`src/pkg/prog_port_pkg.sv`:
```
// constants and carrier types for the serial programming host
// assumes a single system clock; the serial clock is divided from it
package prog_port_pkg;

  // system clock and serial clock timing
  localparam int CLK_PERIOD_NS = 50;
  localparam int SCK_PERIOD_NS = 1000;
  // one serial clock period is four equal quarters
  localparam int SCK_QUARTER_CYCLES = SCK_PERIOD_NS / (4 * CLK_PERIOD_NS);
  // default wait for a self-timed write cycle, used by the wait command
  localparam int WRITE_CYCLE_US = 10000;
  localparam int WRITE_CYCLE_CYCLES = (WRITE_CYCLE_US * 1000 + CLK_PERIOD_NS - 1) / CLK_PERIOD_NS;

  // bit slots of one byte: eight data bits then the acknowledge slot
  localparam logic [3:0] LAST_DATA_SLOT = 4'h7;
  localparam logic [3:0] ACK_SLOT = 4'h8;
  localparam logic [3:0] FIRST_SLOT = 4'h0;

  // quarter phases inside a slot
  localparam logic [1:0] PH_SET = 2'h0;
  localparam logic [1:0] PH_RISE = 2'h1;
  localparam logic [1:0] PH_SAMPLE = 2'h2;
  localparam logic [1:0] PH_FALL = 2'h3;

  // reset values
  localparam logic RST_SCK = 1'b1;
  localparam logic RST_PULL = 1'b0;
  localparam logic RST_SELECT_N = 1'b1;
  localparam logic RST_SYNC = 1'b1;

  typedef enum logic [2:0] {
    OP_START = 3'h0,
    OP_STOP = 3'h1,
    OP_WRITE = 3'h2,
    OP_READ = 3'h3,
    OP_WAIT = 3'h4
  } op_t;

  typedef enum logic [4:0] {
    ST_IDLE = 5'h01,
    ST_START = 5'h02,
    ST_STOP = 5'h04,
    ST_BYTE = 5'h08,
    ST_WAIT = 5'h10
  } state_t;

  typedef struct packed {
    op_t op;
    logic lsbFirst;
    logic ackRead;
    logic [7:0] data;
  } cmd_t;

  typedef struct packed {
    logic ackOk;
    logic [7:0] data;
  } resp_t;

endpackage

```
`src/verilog/serial_prog_host.sv`:
```
// serial programming host: frames start, stop, bytes and acknowledges
// assumes an external pull-up on the data line and a device on the far end
// assumes the far end never drives the clock and only pulls data low
module serial_prog_host #(
  parameter int QUARTER = prog_port_pkg::SCK_QUARTER_CYCLES,
  parameter int WAIT_CYCLES = prog_port_pkg::WRITE_CYCLE_CYCLES
) (
  // system
  input wire logic clk,
  input wire logic rst_n,
  // user side
  input wire logic progEnable,
  input wire logic cmdValid,
  output logic cmdReady,
  input wire prog_port_pkg::cmd_t cmd,
  output logic respValid,
  output prog_port_pkg::resp_t resp,
  // link pins
  output logic serialProgramSelectN,
  output logic progSerialClock,
  input wire logic progSerialDataIn,
  output logic progSerialDataOut,
  output logic progSerialDataOeN
);

  //////////////////////////////////////////////////////////////////////////////

  // sync needs two cycles and the sample point ends the second high quarter
  if (QUARTER < 3 || QUARTER > 65535) begin : g_bad_quarter
    $error("QUARTER must lie between 3 and 65535");
  end
  if (WAIT_CYCLES < 1 || WAIT_CYCLES > 16777215) begin : g_bad_wait
    $error("WAIT_CYCLES must lie between 1 and 16777215");
  end

  localparam logic [15:0] QUARTER_LAST = 16'(QUARTER - 1);
  localparam logic [23:0] WAIT_LAST = 24'(WAIT_CYCLES - 1);

  typedef struct packed {
    prog_port_pkg::state_t state;
    logic [1:0] phase;
    logic [15:0] cnt;
    logic [23:0] waitCnt;
    logic [3:0] slot;
    logic isWrite;
    logic lsbFirst;
    logic ackRead;
    logic [7:0] shift;
    logic ackOk;
    logic respValid;
    logic sck;
    logic pull;
    logic selectN;
    logic sdaSync1;
    logic sdaSync2;
  } host_state_t;

  host_state_t s_q;
  host_state_t s_d;

  //////////////////////////////////////////////////////////////////////////////

  // position of the bit carried in a given slot
  function automatic logic [2:0] bitPos(input logic lsbFirst, input logic [3:0] slot);
    logic [2:0] idx;
    idx = slot[2:0];
    bitPos = lsbFirst ? idx : 3'(3'h7 - idx);
  endfunction

  // quarter counter step: wraps to zero as each quarter ends
  function automatic logic [15:0] nextCount(input logic [15:0] cnt, input logic done);
    nextCount = done ? 16'h0000 : 16'(cnt + 16'h0001);
  endfunction

  // whether the host pulls data low during a byte slot
  function automatic logic bytePull(input logic isWrite, input logic ackRead,
                                    input logic [7:0] shift, input logic lsbFirst,
                                    input logic [3:0] slot);
    logic pullLow;
    pullLow = 1'b0;
    if (slot == prog_port_pkg::ACK_SLOT) begin
      // we acknowledge only bytes we received; a write leaves the slot to the device
      pullLow = !isWrite && ackRead;
    end else if (isWrite) begin
      pullLow = !shift[bitPos(lsbFirst, slot)];
    end
    bytePull = pullLow;
  endfunction

  // clock and pull levels for each quarter of each framing step
  function automatic logic [1:0] lineLevels(input prog_port_pkg::state_t st,
                                            input logic [1:0] ph, input logic bitPull);
    logic sckLvl;
    logic pullLvl;
    sckLvl = 1'b1;
    pullLvl = 1'b0;
    case (st)
      prog_port_pkg::ST_START: begin
        // release while low, raise clock, then drop data under a high clock
        sckLvl = (ph == prog_port_pkg::PH_RISE) || (ph == prog_port_pkg::PH_SAMPLE);
        pullLvl = (ph == prog_port_pkg::PH_SAMPLE) || (ph == prog_port_pkg::PH_FALL);
      end
      prog_port_pkg::ST_STOP: begin
        // pull low while clock low, raise clock, then release under a high clock
        sckLvl = (ph != prog_port_pkg::PH_SET);
        pullLvl = (ph == prog_port_pkg::PH_SET) || (ph == prog_port_pkg::PH_RISE);
      end
      prog_port_pkg::ST_BYTE: begin
        // data is set in the low quarter and held through the high ones
        sckLvl = (ph == prog_port_pkg::PH_RISE) || (ph == prog_port_pkg::PH_SAMPLE);
        pullLvl = bitPull;
      end
      default: begin
        sckLvl = 1'b1;
        pullLvl = 1'b0;
      end
    endcase
    lineLevels = {sckLvl, pullLvl};
  endfunction

  //////////////////////////////////////////////////////////////////////////////

  logic quarterDone;
  logic [1:0] nextPhase;
  logic [1:0] lv;
  logic bitPullNext;

  always_comb begin
    s_d = s_q;
    lv = 2'b10;
    bitPullNext = 1'b0;
    quarterDone = (s_q.cnt == QUARTER_LAST);
    nextPhase = 2'(s_q.phase + 2'h1);
    s_d.respValid = 1'b0;
    // pin sampling: first flop feeds only the second
    s_d.sdaSync1 = progSerialDataIn;
    s_d.sdaSync2 = s_q.sdaSync1;
    // select follows the user level; holding it through a write cycle is the user's job
    s_d.selectN = !progEnable;
    case (s_q.state)
      prog_port_pkg::ST_IDLE: begin
        // idle keeps clock and data steady, as a running write cycle needs
        if (cmdValid) begin
          s_d.phase = prog_port_pkg::PH_SET;
          s_d.cnt = 16'h0000;
          s_d.waitCnt = 24'h000000;
          s_d.slot = prog_port_pkg::FIRST_SLOT;
          s_d.isWrite = (cmd.op == prog_port_pkg::OP_WRITE);
          s_d.lsbFirst = cmd.lsbFirst;
          s_d.ackRead = cmd.ackRead;
          s_d.shift = cmd.data;
          s_d.ackOk = 1'b0;
          case (cmd.op)
            prog_port_pkg::OP_START: s_d.state = prog_port_pkg::ST_START;
            prog_port_pkg::OP_STOP: s_d.state = prog_port_pkg::ST_STOP;
            prog_port_pkg::OP_WRITE: s_d.state = prog_port_pkg::ST_BYTE;
            prog_port_pkg::OP_READ: s_d.state = prog_port_pkg::ST_BYTE;
            prog_port_pkg::OP_WAIT: s_d.state = prog_port_pkg::ST_WAIT;
            default: s_d.state = prog_port_pkg::ST_IDLE;
          endcase
          // wait and unknown codes leave both lines exactly as they are
          if (s_d.state != prog_port_pkg::ST_WAIT && s_d.state != prog_port_pkg::ST_IDLE) begin
            bitPullNext = bytePull(s_d.isWrite, cmd.ackRead, cmd.data, cmd.lsbFirst,
                                   prog_port_pkg::FIRST_SLOT);
            lv = lineLevels(s_d.state, prog_port_pkg::PH_SET, bitPullNext);
            s_d.sck = lv[1];
            // a framing step drops the clock first and moves data a cycle later
            s_d.pull = (s_d.state == prog_port_pkg::ST_BYTE) ? lv[0] : s_q.pull;
          end
        end
      end

      prog_port_pkg::ST_START, prog_port_pkg::ST_STOP: begin
        s_d.cnt = nextCount(s_q.cnt, quarterDone);
        // data settles in the set quarter, one cycle after the clock fell
        if (s_q.phase == prog_port_pkg::PH_SET) begin
          lv = lineLevels(s_q.state, prog_port_pkg::PH_SET, 1'b0);
          s_d.pull = lv[0];
        end
        if (quarterDone) begin
          s_d.phase = nextPhase;
          if (s_q.phase == prog_port_pkg::PH_FALL) begin
            s_d.state = prog_port_pkg::ST_IDLE;
            s_d.respValid = 1'b1;
          end else begin
            lv = lineLevels(s_q.state, nextPhase, 1'b0);
            s_d.sck = lv[1];
            s_d.pull = lv[0];
          end
        end
      end

      prog_port_pkg::ST_BYTE: begin
        // one slot is four quarters; the ack slot is the ninth
        s_d.cnt = nextCount(s_q.cnt, quarterDone);
        // sample at the end of the second high quarter, two sync flops late
        if (quarterDone && s_q.phase == prog_port_pkg::PH_SAMPLE) begin
          if (s_q.slot == prog_port_pkg::ACK_SLOT) begin
            // low means accepted; a busy device leaves it high
            s_d.ackOk = s_q.isWrite ? !s_q.sdaSync2 : s_q.ackRead;
          end else if (!s_q.isWrite) begin
            s_d.shift[bitPos(s_q.lsbFirst, s_q.slot)] = s_q.sdaSync2;
          end
        end
        if (quarterDone) begin
          s_d.phase = nextPhase;
          if (s_q.phase == prog_port_pkg::PH_FALL) begin
            if (s_q.slot == prog_port_pkg::ACK_SLOT) begin
              // clock is left low, ready for another byte, a start or a stop
              s_d.state = prog_port_pkg::ST_IDLE;
              s_d.respValid = 1'b1;
              // hand the line back after our own acknowledge, clock still low
              s_d.pull = 1'b0;
            end else begin
              s_d.slot = 4'(s_q.slot + 4'h1);
              // ownership changes in the low quarter, well before the next rise
              bitPullNext = bytePull(s_q.isWrite, s_q.ackRead, s_d.shift, s_q.lsbFirst,
                                     s_d.slot);
              lv = lineLevels(s_q.state, nextPhase, bitPullNext);
              s_d.sck = lv[1];
              s_d.pull = lv[0];
            end
          end else begin
            lv = lineLevels(s_q.state, nextPhase, s_q.pull);
            s_d.sck = lv[1];
            s_d.pull = lv[0];
          end
        end
      end

      prog_port_pkg::ST_WAIT: begin
        // fixed wait is the fallback; polling with the address byte is quicker
        s_d.waitCnt = 24'(s_q.waitCnt + 24'h000001);
        if (s_q.waitCnt == WAIT_LAST) begin
          s_d.state = prog_port_pkg::ST_IDLE;
          s_d.respValid = 1'b1;
        end
      end

      default: begin
        // an illegal state code recovers to idle with released lines
        s_d.state = prog_port_pkg::ST_IDLE;
        s_d.phase = prog_port_pkg::PH_SET;
        s_d.cnt = 16'h0000;
        s_d.sck = prog_port_pkg::RST_SCK;
        s_d.pull = prog_port_pkg::RST_PULL;
      end
    endcase
  end

  //////////////////////////////////////////////////////////////////////////////

  always_ff @(posedge clk or negedge rst_n) begin
    if (!rst_n) begin
      s_q <= '0;
      s_q.state <= prog_port_pkg::ST_IDLE;
      s_q.sck <= prog_port_pkg::RST_SCK;
      s_q.pull <= prog_port_pkg::RST_PULL;
      s_q.selectN <= prog_port_pkg::RST_SELECT_N;
      s_q.sdaSync1 <= prog_port_pkg::RST_SYNC;
      s_q.sdaSync2 <= prog_port_pkg::RST_SYNC;
    end else begin
      s_q <= s_d;
    end
  end

  //////////////////////////////////////////////////////////////////////////////

  assign cmdReady = (s_q.state == prog_port_pkg::ST_IDLE);
  assign respValid = s_q.respValid;
  // one driver for the whole response; it stands until the next command is taken
  assign resp = {s_q.ackOk, s_q.shift};
  assign serialProgramSelectN = s_q.selectN;
  assign progSerialClock = s_q.sck;
  // open drain: the driven value is always low, only the enable moves
  assign progSerialDataOut = 1'b0;
  assign progSerialDataOeN = !s_q.pull;

endmodule

```
`config.mk`:
```
export PLATFORM = sky130hd
export DESIGN_NAME = serial_prog_host
export DESIGN_NICKNAME = d
export VERILOG_FILES = /design/src/pkg/prog_port_pkg.sv /design/src/verilog/serial_prog_host.sv
export SDC_FILE = /design/constraint.sdc
export NUM_CORES = 1
export LEC_CHECK = 0
export BUFFER_PORTS_ARGS = -buffer_cell sky130_fd_sc_hd__buf_2
export CAP_MARGIN = 20
export CORE_UTILIZATION = 60
export CTS_BUF_LIST = sky130_fd_sc_hd__clkbuf_4
export CTS_CLUSTER_DIAMETER = 40
export CTS_CLUSTER_SIZE = 28
export DETAILED_ROUTE_END_ITERATION = 6
export GPL_ROUTABILITY_DRIVEN = 0
export PLACE_DENSITY = 0.8
export SLEW_MARGIN = 20
export SYNTH_ARGS = -nofsm -noshare
export SYNTH_HDL_FRONTEND = slang
export SYNTH_SLANG_ARGS = --single-unit
```
`constraint.sdc`:
```
create_clock -name clk -period 2.99 [get_ports clk]
set_clock_uncertainty 0.1 [all_clocks]
set_input_delay 0.897 -clock clk [delete_from_list [all_inputs] [get_ports clk]]
set_output_delay 0.897 -clock clk [all_outputs]
set_load 0.02 [all_outputs]
```
==> results.json, run 1 <==
{
  "outcome": "complete, but fails checks",
  "violations": "DRC",
  "io_pins": 33,
  "p_seq_share_pct": 44.0,
  "drive_above_1_share_pct": 12.9,
  "setup_viol": 0,
  "ctsHoldBuffers": 0,
  "path_cells": "nor3_4 > nand2_1 > inv_1 > buf_2",
  "maxClockFrequency_mhz": 356,
  "synth_top_area_share_pct": 38.8,
  "synth-main-ff-cell": "dfrtp_1",
  "ys_types": 55,
  "cts.path.max_buffers": 2,
  "core-area_um2": 6490,
  "vias": 3666,
  "switchingPower_mw": 1.10,
  "hpwlAfterDp_mm": 6.88,
  "rsz0062_at_grt": "no",
  "numCtsBuffers": 9,
  "ys_ff_latch": 69,
  "maxCapViolCount": 0,
  "port_buffers": 31,
  "path_clk_slew_ps": 130,
  "p_leak_nw": 1.90,
  "intPower_mw": 1.62,
  "syn_area_per_cell_um2": 8.68,
  "startpoint_type": "flop",
  "tns_ps": 0,
  "end_kind": "output pin",
  "hold_viol": 0,
  "cp_slowest_stage_delay_ps": 540,
  "cts_tree": "yes",
  "grt_max_degree": 49,
  "track_usage_pct": 27.6,
  "comb_power_share_pct": 31.9,
  "row_count": 29,
  "fin_nets": 519,
  "postRouteWirelength_mm": 9.41,
  "drc": 11,
  "syn_area_um2": 4130,
  "min_period_ps": 2810,
  "antenna_found_initial": 0,
  "drv_slew": 0,
  "grt_pass1_vias": 3405,
  "max_slew.worst_pin.slew_ps": 586,
  "cts-root-buf": "clkbuf_4",
  "synth_cells": 476,
  "syn-num-nets": 502,
  "fin_util_pct": 68.1,
  "required_ps": 1990,
  "crit_type": "reg2out",
  "min_path_type": "reg2reg",
  "swShare_pct": 40.5,
  "dieHeight_um": 85.0,
  "synth_edf_count": 0,
  "regArea_um2": 1730,
  "clkSinkCount": 69,
  "synthArstFlopShare_pct": 100,
  "yosysSeqAreaShare_pct": 42.0,
  "final_cells": 575,
  "ys_top_cells_by_count": "64 x dfrtp_1, 63 x nand2_1, 39 x o21ai_0, 38 x nor2_1, 32 x nand3_1",
  "grt_pass1_wl_mm": 15.8,
  "ir_drop_uv": 373,
  "initial_utilization_pct": 63.6,
  "crit_slowest_cell": "dfrtp_1",
  "drtAntennaViolNets": 0,
  "multi_input_comb_area_um2": 2190,
  "design.die.area_um2": 7220,
  "ys_warn_count": 0,
  "netlist_top_cells_area": "dfrtp_1 39%, nand2_1 5.7%, o21ai_0 4.7%",
  "relSlewSlack_pct": 60.5,
  "diodes": 0,
  "worstPathArrival_ps": 1810,
  "gr-total-overflow": 0,
  "area_growth_pct": 7.09,
  "critPathMaxFanout": 10,
  "avgViaCountPerCell": 6.38,
  "wl_per_cell_um": 16.4,
  "clkLatencyLatePin_ps": 420,
  "die-width_um": 85.0,
  "cp_top_family": "flip-flops",
  "fillers": 536,
  "drt_iter0_markers": 284,
  "p_clk_share_pct": 24.1,
  "placed_cells": 559,
  "synth_top_area_cell": "dfrtp_1",
  "critPathBufInv": 2,
  "power_density_nw_per_um2": 614,
  "htree_num_levels": 3,
  "first_pass_iters": 7,
  "post-route-period-util_pct": 94.0,
  "yosysMostFrequentCell": "dfrtp_1"
}
## registers in the layout, summed over array words and instances, names as in the netlist
signal and count:
s_d 1, serialProgramSelectN 1, resp 9, respValid 1, s_q 56, progSerialClock 1
## metal layers
metal / share of wire, % / wire (µm) / vias to the layer above / track usage [%]
met4: 3.0 / 281 / 0 / 13.4
met3: 4.1 / 385 / 31 / 4.18
met1: 47 / 4440 / 1751 / 38.9
li1: - / - / 1759 / -
met5: 0 / 0 / - / 0
met2: 46 / 4300 / 125 / 41.9
## metrics by stage
stage          instance area, µm²  total power, mW  setup WS [ps]  hold slack [ps]
2_1_floorplan                4130             1.86            551              245
5_1_grt                      4420             2.87           50.6              269
4_1_cts                      4420             2.71            138              267
3_5_place_dp                 4270             2.06            413              248
3_3_place_gp                 4270             2.04            480              246
6_report                     4420             2.72            180              266
## worst reg2reg max path, stage by stage (launching register included)
cell	delay (ps)
dfrtp_1	560
inv_1	80
ha_1	490
nand2b_1	160
a211oi_1	70
or4_1	530
or4_1	430
a21oi_1	140
## layout make-up
cell class / instances / share of cell area (%)
Multi-Input combinational cell: 363 / 49.6
Sequential cell: 69 / 39.2
Timing Repair Buffer: 34 / 4.30
Tap cell: 77 / 2.18
Clock inverter: 7 / 1.90
Clock buffer: 9 / 1.53
Inverter: 16 / 1.36
## kinds of logic (layout without fill, tap and decap cells)
logic type | count (synthesis) | in the layout | share of synthesized area [%]
AND/OR/NAND/NOR | 215 | 215 | 26.9
AO/OA/AOI/OAI | 115 | 115 | 17.8
flip-flops | 69 | 69 | 42.0
buffers and inverters | 44 | 66 | 5.12
XOR/XNOR | 16 | 16 | 3.76
adder cells (fa/ha/maj) | 8 | 8 | 2.42
multiplexers | 8 | 8 | 2.00
other | 1 | 1 | 0.0908
## power groups by stage
stage	logic, mW	registers (mW)	clock network [mW]
2_1_floorplan	0.703	1.16	0
3_3_place_gp	0.836	1.20	0
3_5_place_dp	0.851	1.21	0
4_1_cts	0.855	1.19	0.664
5_1_grt	0.951	1.21	0.706
6_report	0.866	1.20	0.656
## layout by cell type, fill, tap and decap left out, types with 3 or more instances in the layout
cell type	n
dfstp_2	5
inv_1	16
clkbuf_4	9
buf_2	31
and2_1	3
dfrtp_1	64
nand3b_1	4
nor4_1	9
nor3_1	6
a21oi_1	11
or3_1	7
o22ai_1	3
nor2_1	38
o31ai_1	9
nand2_1	63
nand4_1	10
xor2_1	9
and4_1	7
a211oi_1	19
o21ai_1	5
o21ai_0	39
mux2i_1	6
and3_1	10
o21a_1	3
ha_1	8
nand3_1	32
a31oi_1	4
xnor2_1	5
o211ai_1	9
clkinv_4	3
nand2b_1	11
## what timing repair did
item                       4_1_cts  5_1_grt
gates resized for setup          0        1
setup endpoints to repair        0        1
buffers inserted                 0        0
## path summary, 6_finish.rpt
path | start | endpoint | slack (ps) | cells past startpoint
worst max-delay path | s_q[66]$_DFFE_PN0P_ | cmdReady | 180 | 4
worst min-delay path | s_d[0]$_DFF_PN1_ | s_q[0]$_DFF_PN1_ | 270 | 0
worst max register to register | s_q[18]$_DFFE_PN0P_ | s_q[3]$_DFFE_PN0P_ | 370 | 7
worst min register to register | s_d[0]$_DFF_PN1_ | s_q[0]$_DFF_PN1_ | 270 | 0
max in group asynchronous | rst_n | serialProgramSelectN$_DFF_PN1_ | 1750 | 2
min in group asynchronous | rst_n | s_q[19]$_DFFE_PN0P_ | 330 | 1
(Power assumes the default switching activity.)
==> run 2, diff against run 1 <==
--- a/config.mk
+++ b/config.mk
@@ -14,6 +14,7 @@
 export DETAILED_ROUTE_END_ITERATION = 6
 export GPL_ROUTABILITY_DRIVEN = 0
 export PLACE_DENSITY = 0.8
+export REMOVE_ABC_BUFFERS = 1
 export SLEW_MARGIN = 20
 export SYNTH_ARGS = -nofsm -noshare
 export SYNTH_HDL_FRONTEND = slang
==> run 2 against run 1 <==
  * Die area is the same
  * Fmax grew 1.3%
  * Sequential power is essentially flat
  * Combinational power grew 0.5%
  * Wire length shrank 1.3%
  * Largest cell class unchanged
  * Via count shrank 0.98%
  * Final area grew 1.2%
  * The run now ends clean
  * First-iteration DRC count grew 1.1%
  * Worst setup slack gained 35 ps
  * Register-to-register slack lost 40 ps
  * Total power grew 6.8%
  * Clock power grew 28%
==> results.json, run 2 (synthesis results as in run 1) <==
{
  "ctsHoldBuffers": 0,
  "die-width_um": 85.0,
  "vias": 3630,
  "r2r_start": "s_q[19]$_DFFE_PN0P_",
  "relSlewSlack_pct": 61.0,
  "maxClockFrequency_mhz": 360,
  "grt_pass1_vias": 3430,
  "m1WireLength_mm": 4.29,
  "hold_path.startpoint": "s_d[0]$_DFF_PN1_",
  "rsz0062_at_grt": "no",
  "post-route-period-util_pct": 92.8,
  "drc": 0,
  "power_density_nw_per_um2": 648,
  "clkSinkCount": 69,
  "p_leak_nw": 1.93,
  "hold_viol": 0,
  "antenna_found_initial": 0,
  "ir_drop_uv": 327,
  "postRouteWirelength_mm": 9.29,
  "grt_pass1_wl_mm": 15.8,
  "crit_slowest_cell": "dfstp_2",
  "wl_per_cell_um": 16.1,
  "min_period_ps": 2770,
  "fin_util_pct": 68.9,
  "min_path_type": "reg2reg",
  "reg2regPathDepth": 7,
  "fillers": 525,
  "track_usage_pct": 27.4,
  "path_depth": 4,
  "grt_max_degree": 70,
  "worstPathArrival_ps": 1780,
  "row_count": 29,
  "reg2reg_to": "s_q[3]$_DFFE_PN0P_",
  "initial_utilization_pct": 63.6,
  "top_layer": "met4",
  "setup_viol": 0,
  "outcome": "completed",
  "drtAntennaViolNets": 0,
  "dieHeight_um": 85.0,
  "maxCapViolCount": 0,
  "max_slew.worst_pin.slew_ps": 580,
  "cp_slowest_stage_delay_ps": 580,
  "design.die.area_um2": 7220,
  "largest_reg_flops": 56,
  "end_kind": "output pin",
  "critPathBufInv": 2,
  "wl_met2_mm": 4.36,
  "crit_type": "reg2out",
  "required_ps": 1990,
  "tns_ps": 0,
  "r2r_slack_ps": 330,
  "cts_tree": "yes",
  "drv_slew": 0,
  "path_clk_slew_ps": 110,
  "post_cts_buffers": 0,
  "first_pass_iters": 6,
  "htree_num_levels": 3,
  "cts.path.max_buffers": 2,
  "port_buffers": 31,
  "final_common_cell": "dfrtp_1",
  "top_register": "s_q",
  "critPathMaxFanout": 6,
  "gr-total-overflow": 0,
  "holdPathEnd": "s_q[0]$_DFF_PN1_",
  "path_cells": "nor2b_1 > nand2_1 > inv_1 > buf_2",
  "avgViaCountPerCell": 6.30,
  "cts-root-buf": "clkbuf_4",
  "io_pins": 33,
  "core-area_um2": 6490,
  "area_growth_pct": 8.42,
  "drive_above_1_share_pct": 12.8,
  "ctsResizeCount": 0,
  "cp_top_family": "flip-flops",
  "holdPathStages": 0,
  "hpwlAfterDp_mm": 6.83,
  "clkLatencyLatePin_ps": 410,
  "dr_wl_met3_um": 494,
  "numCtsBuffers": 9,
  "diodes": 0,
  "fin_nets": 520,
  "layout.cells.most_common_list": "64 x dfrtp_1, 63 x nand2_1, 39 x o21ai_0",
  "drt_iter0_markers": 287,
  "startpoint_type": "flop"
}
run 2: how the worst max path moves through the flow:
stage,start,endpoint,slack (ps)
2_1_floorplan,s_q[18]$_DFFE_PN0P_,s_q[3]$_DFFE_PN0P_,680
3_3_place_gp,s_q[18]$_DFFE_PN0P_,s_q[3]$_DFFE_PN0P_,470
3_5_place_dp,s_q[19]$_DFFE_PN0P_,s_q[3]$_DFFE_PN0P_,370
4_1_cts,s_q[64]$_DFFE_PN1P_,cmdReady,210
5_1_grt,s_q[64]$_DFFE_PN1P_,cmdReady,100
6_report,s_q[64]$_DFFE_PN1P_,cmdReady,220
run 2: worst reg2reg max path, delay by kind of cell (launching register included):
kind / cells / cell delay [ps]
flops: 1 / 470
compound gates: 2 / 230
simple gates: 3 / 1140
buf+inv: 1 / 140
fa+ha+maj: 1 / 510
run 2: cell type report:
class                      instances  area, µm²  area share, %
clock buffer                       9       67.6           1.51
clock inverter                     7        138           3.07
inverter                          16       60.1           1.34
multi-input combinational        363       2190           48.8
sequential                        69       1730           38.7
tap                               77       96.3           2.15
timing repair buffer              35        198           4.41
run 2: routing by layer:
metal | up-vias | global-route usage [%]
li1 | 1758 | -
met1 | 1767 | 38.9
met2 | 91 | 42.7
met3 | 14 | 4.28
met4 | 0 | 10.0
met5 | - | 0
run 2: power by group:
part	total [mW]	switching [mW]	internal (mW)	leakage [nW]
Sequential	1.19	0.137	1.05	0.917
Combinational	0.870	0.565	0.305	0.904
Clock	0.842	0.337	0.505	0.108
Total	2.90	1.04	1.86	1.93
run 2: through the flow:
step	worst slack [ps]	cells	hold slack, ps	total power, mW	instance area (µm²)
2_1_floorplan	682	448	245	1.76	3980
3_3_place_gp	466	560	250	2.05	4270
3_5_place_dp	371	560	255	2.07	4270
4_1_cts	206	576	270	2.91	4480
5_1_grt	104	576	273	3.06	4480
6_report	215	576	269	2.90	4480
==> run 3, diff against run 2 <==
--- a/config.mk
+++ b/config.mk
@@ -5,15 +5,15 @@
 export SDC_FILE = /design/constraint.sdc
 export NUM_CORES = 1
 export LEC_CHECK = 0
-export BUFFER_PORTS_ARGS = -buffer_cell sky130_fd_sc_hd__buf_2
 export CAP_MARGIN = 20
 export CORE_UTILIZATION = 60
 export CTS_BUF_LIST = sky130_fd_sc_hd__clkbuf_4
 export CTS_CLUSTER_DIAMETER = 40
 export CTS_CLUSTER_SIZE = 28
 export DETAILED_ROUTE_END_ITERATION = 6
+export DONT_BUFFER_PORTS = 1
 export GPL_ROUTABILITY_DRIVEN = 0
-export PLACE_DENSITY = 0.8
+export PLACE_DENSITY = 0.76
 export REMOVE_ABC_BUFFERS = 1
 export SLEW_MARGIN = 20
 export SYNTH_ARGS = -nofsm -noshare
==> run 3 against run 2 <==
  * The run now ends with DRC left
  * Via count decreased by 3.5%
  * Global-route usage increased by 0.55 points
  * Non-clock buffer count is 32 lower
  * Final cell count is 5.6% lower
  * Worst setup slack gained 61 ps
  * Clock power is 30% lower
  * Combinational power shrank 19%
  * Critical path type unchanged
  * Largest cell class unchanged
==> results.json, run 3 (synthesis results as in run 1) <==
{
  "drive_above_1_share_pct": 6.85,
  "fin_nets": 488,
  "tns_ps": 0,
  "outcome": "complete, but fails checks",
  "p_leak_nw": 1.77,
  "r2r_slack_ps": 430,
  "p_total_mw": 2.57,
  "reg2regPathDepth": 7,
  "min_path_type": "in2async",
  "critPathBufInv": 1,
  "max_slew.worst_pin.slew_ps": 560,
  "reg2reg_to": "s_q[3]$_DFFE_PN0P_",
  "relSlewSlack_pct": 62.4,
  "cp_slowest_stage_delay_ps": 490,
  "path_cells": "nor3_2 > nand2_1 > inv_1",
  "clkLatencyLatePin_ps": 410,
  "dpl_cell_area_um2": 4100,
  "fin_hold_ws_ps": 63.3,
  "crit_start": "s_q[67]$_DFFE_PN0P_",
  "numCtsBuffers": 9,
  "avgViaCountPerCell": 6.44,
  "first_pass_iters": 7,
  "row_count": 29,
  "cts.path.max_buffers": 2,
  "grt_max_degree": 70,
  "crit_type": "reg2out",
  "track_usage_pct": 27.9,
  "dieHeight_um": 85.0,
  "placed_cells": 528,
  "rsz0062_at_grt": "no",
  "ctsHoldBuffers": 0,
  "drt_iter0_markers": 348,
  "core-area_um2": 6490,
  "grt_pass1_vias": 3226,
  "top_register": "s_q",
  "postRouteWirelength_mm": 9.48,
  "setup_slack_ps": 276,
  "htree_num_levels": 3,
  "maxCapViolCount": 0,
  "worstPathArrival_ps": 1720,
  "post-place-ws_ps": 467,
  "fin_util_pct": 65.1,
  "area_growth_pct": 2.42,
  "ctsResizeCount": 0,
  "violations": "DRC",
  "wl_per_cell_um": 17.4,
  "layout.cells.most_common_list": "64 x dfrtp_1, 63 x nand2_1, 39 x o21ai_0",
  "clkSinkCount": 69,
  "gr-total-overflow": 0,
  "setup_viol": 0,
  "end_kind": "output pin",
  "final_common_cell": "dfrtp_1",
  "post-route-period-util_pct": 90.8,
  "ir_drop_uv": 386,
  "path_clk_slew_ps": 110,
  "hpwlAfterDp_mm": 6.94,
  "final_area_um2": 4230,
  "initial_utilization_pct": 63.6,
  "port_buffers": 0,
  "antenna_found_initial": 0,
  "largest_reg_flops": 56,
  "cts_tree": "yes",
  "critPathMaxFanout": 9,
  "io_pins": 33,
  "drv_slew": 0,
  "drc": 5,
  "required_ps": 1990,
  "grt_pass1_wl_mm": 15.8,
  "path_depth": 3,
  "drtAntennaViolNets": 0,
  "startpoint_type": "flop",
  "min_period_ps": 2710,
  "diodes": 0,
  "post_cts_buffers": 0,
  "final_cells": 544,
  "vias": 3503,
  "r2r_start": "s_q[19]$_DFFE_PN0P_",
  "cp_top_family": "simple AND/OR/NAND/NOR gates",
  "maxClockFrequency_mhz": 368,
  "hold_viol": 0,
  "crit_slowest_cell": "dfrtp_1",
  "power_density_nw_per_um2": 607,
  "design.die.area_um2": 7220,
  "die-width_um": 85.0,
  "cts-root-buf": "clkbuf_4"
}
-- run 3: changes by cell type in the layout (fill, tap and decap cells not counted) --
cell	delta
buf_12	-1
buf_2	-31
clkinv_2	+2
clkinv_4	-1
clkinvlp_4	+1
inv_6	+1
bufinv_16	-3
-- run 3: worst max-delay path by stage --
stage	end	slack [ps]
finish	cmdReady	280
global route	cmdReady	130
CTS	cmdReady	260
detailed placement	s_q[3]$_DFFE_PN0P_	470
global placement	resp[7]$_DFFE_PN0P_	520
floorplan	s_q[3]$_DFFE_PN0P_	680
-- run 3: power breakdown --
part	leakage (nW)	total (mW)	switching (mW)	internal, mW
clock	0.0735	0.588	0.337	0.251
combinational	0.775	0.701	0.452	0.248
sequential	0.917	1.28	0.229	1.05
-- run 3: layer usage --
metal	up-vias	track usage, %	part of all wire, %
met5	-	0	0
met4	0	10.2	2.0
met3	18	5.64	5.1
met2	106	45.0	48
met1	1671	37.6	45
li1	1708	-	-
-- run 3: layout make-up --
class / count / area, µm²
inverters: 16 / 60.1
well taps: 77 / 96.3
clock inverters: 7 / 65.1
clock buffers: 9 / 67.6
fillers: 561 / 2260
flip-flops and latches: 69 / 1730
multi-input cells: 363 / 2190
repair buffers: 3 / 22.5
-- run 3: worst register-to-register path: cells and delay by family (launching register included) --
| family | cells | cell delay [ps] |
|---|---|---|
| and+or+nand+nor | 3 | 1070 |
| DFF | 1 | 480 |
| buffers and inverters | 1 | 150 |
| adders and majority gates | 1 | 500 |
| AOI/OAI and AO/OA | 2 | 200 |
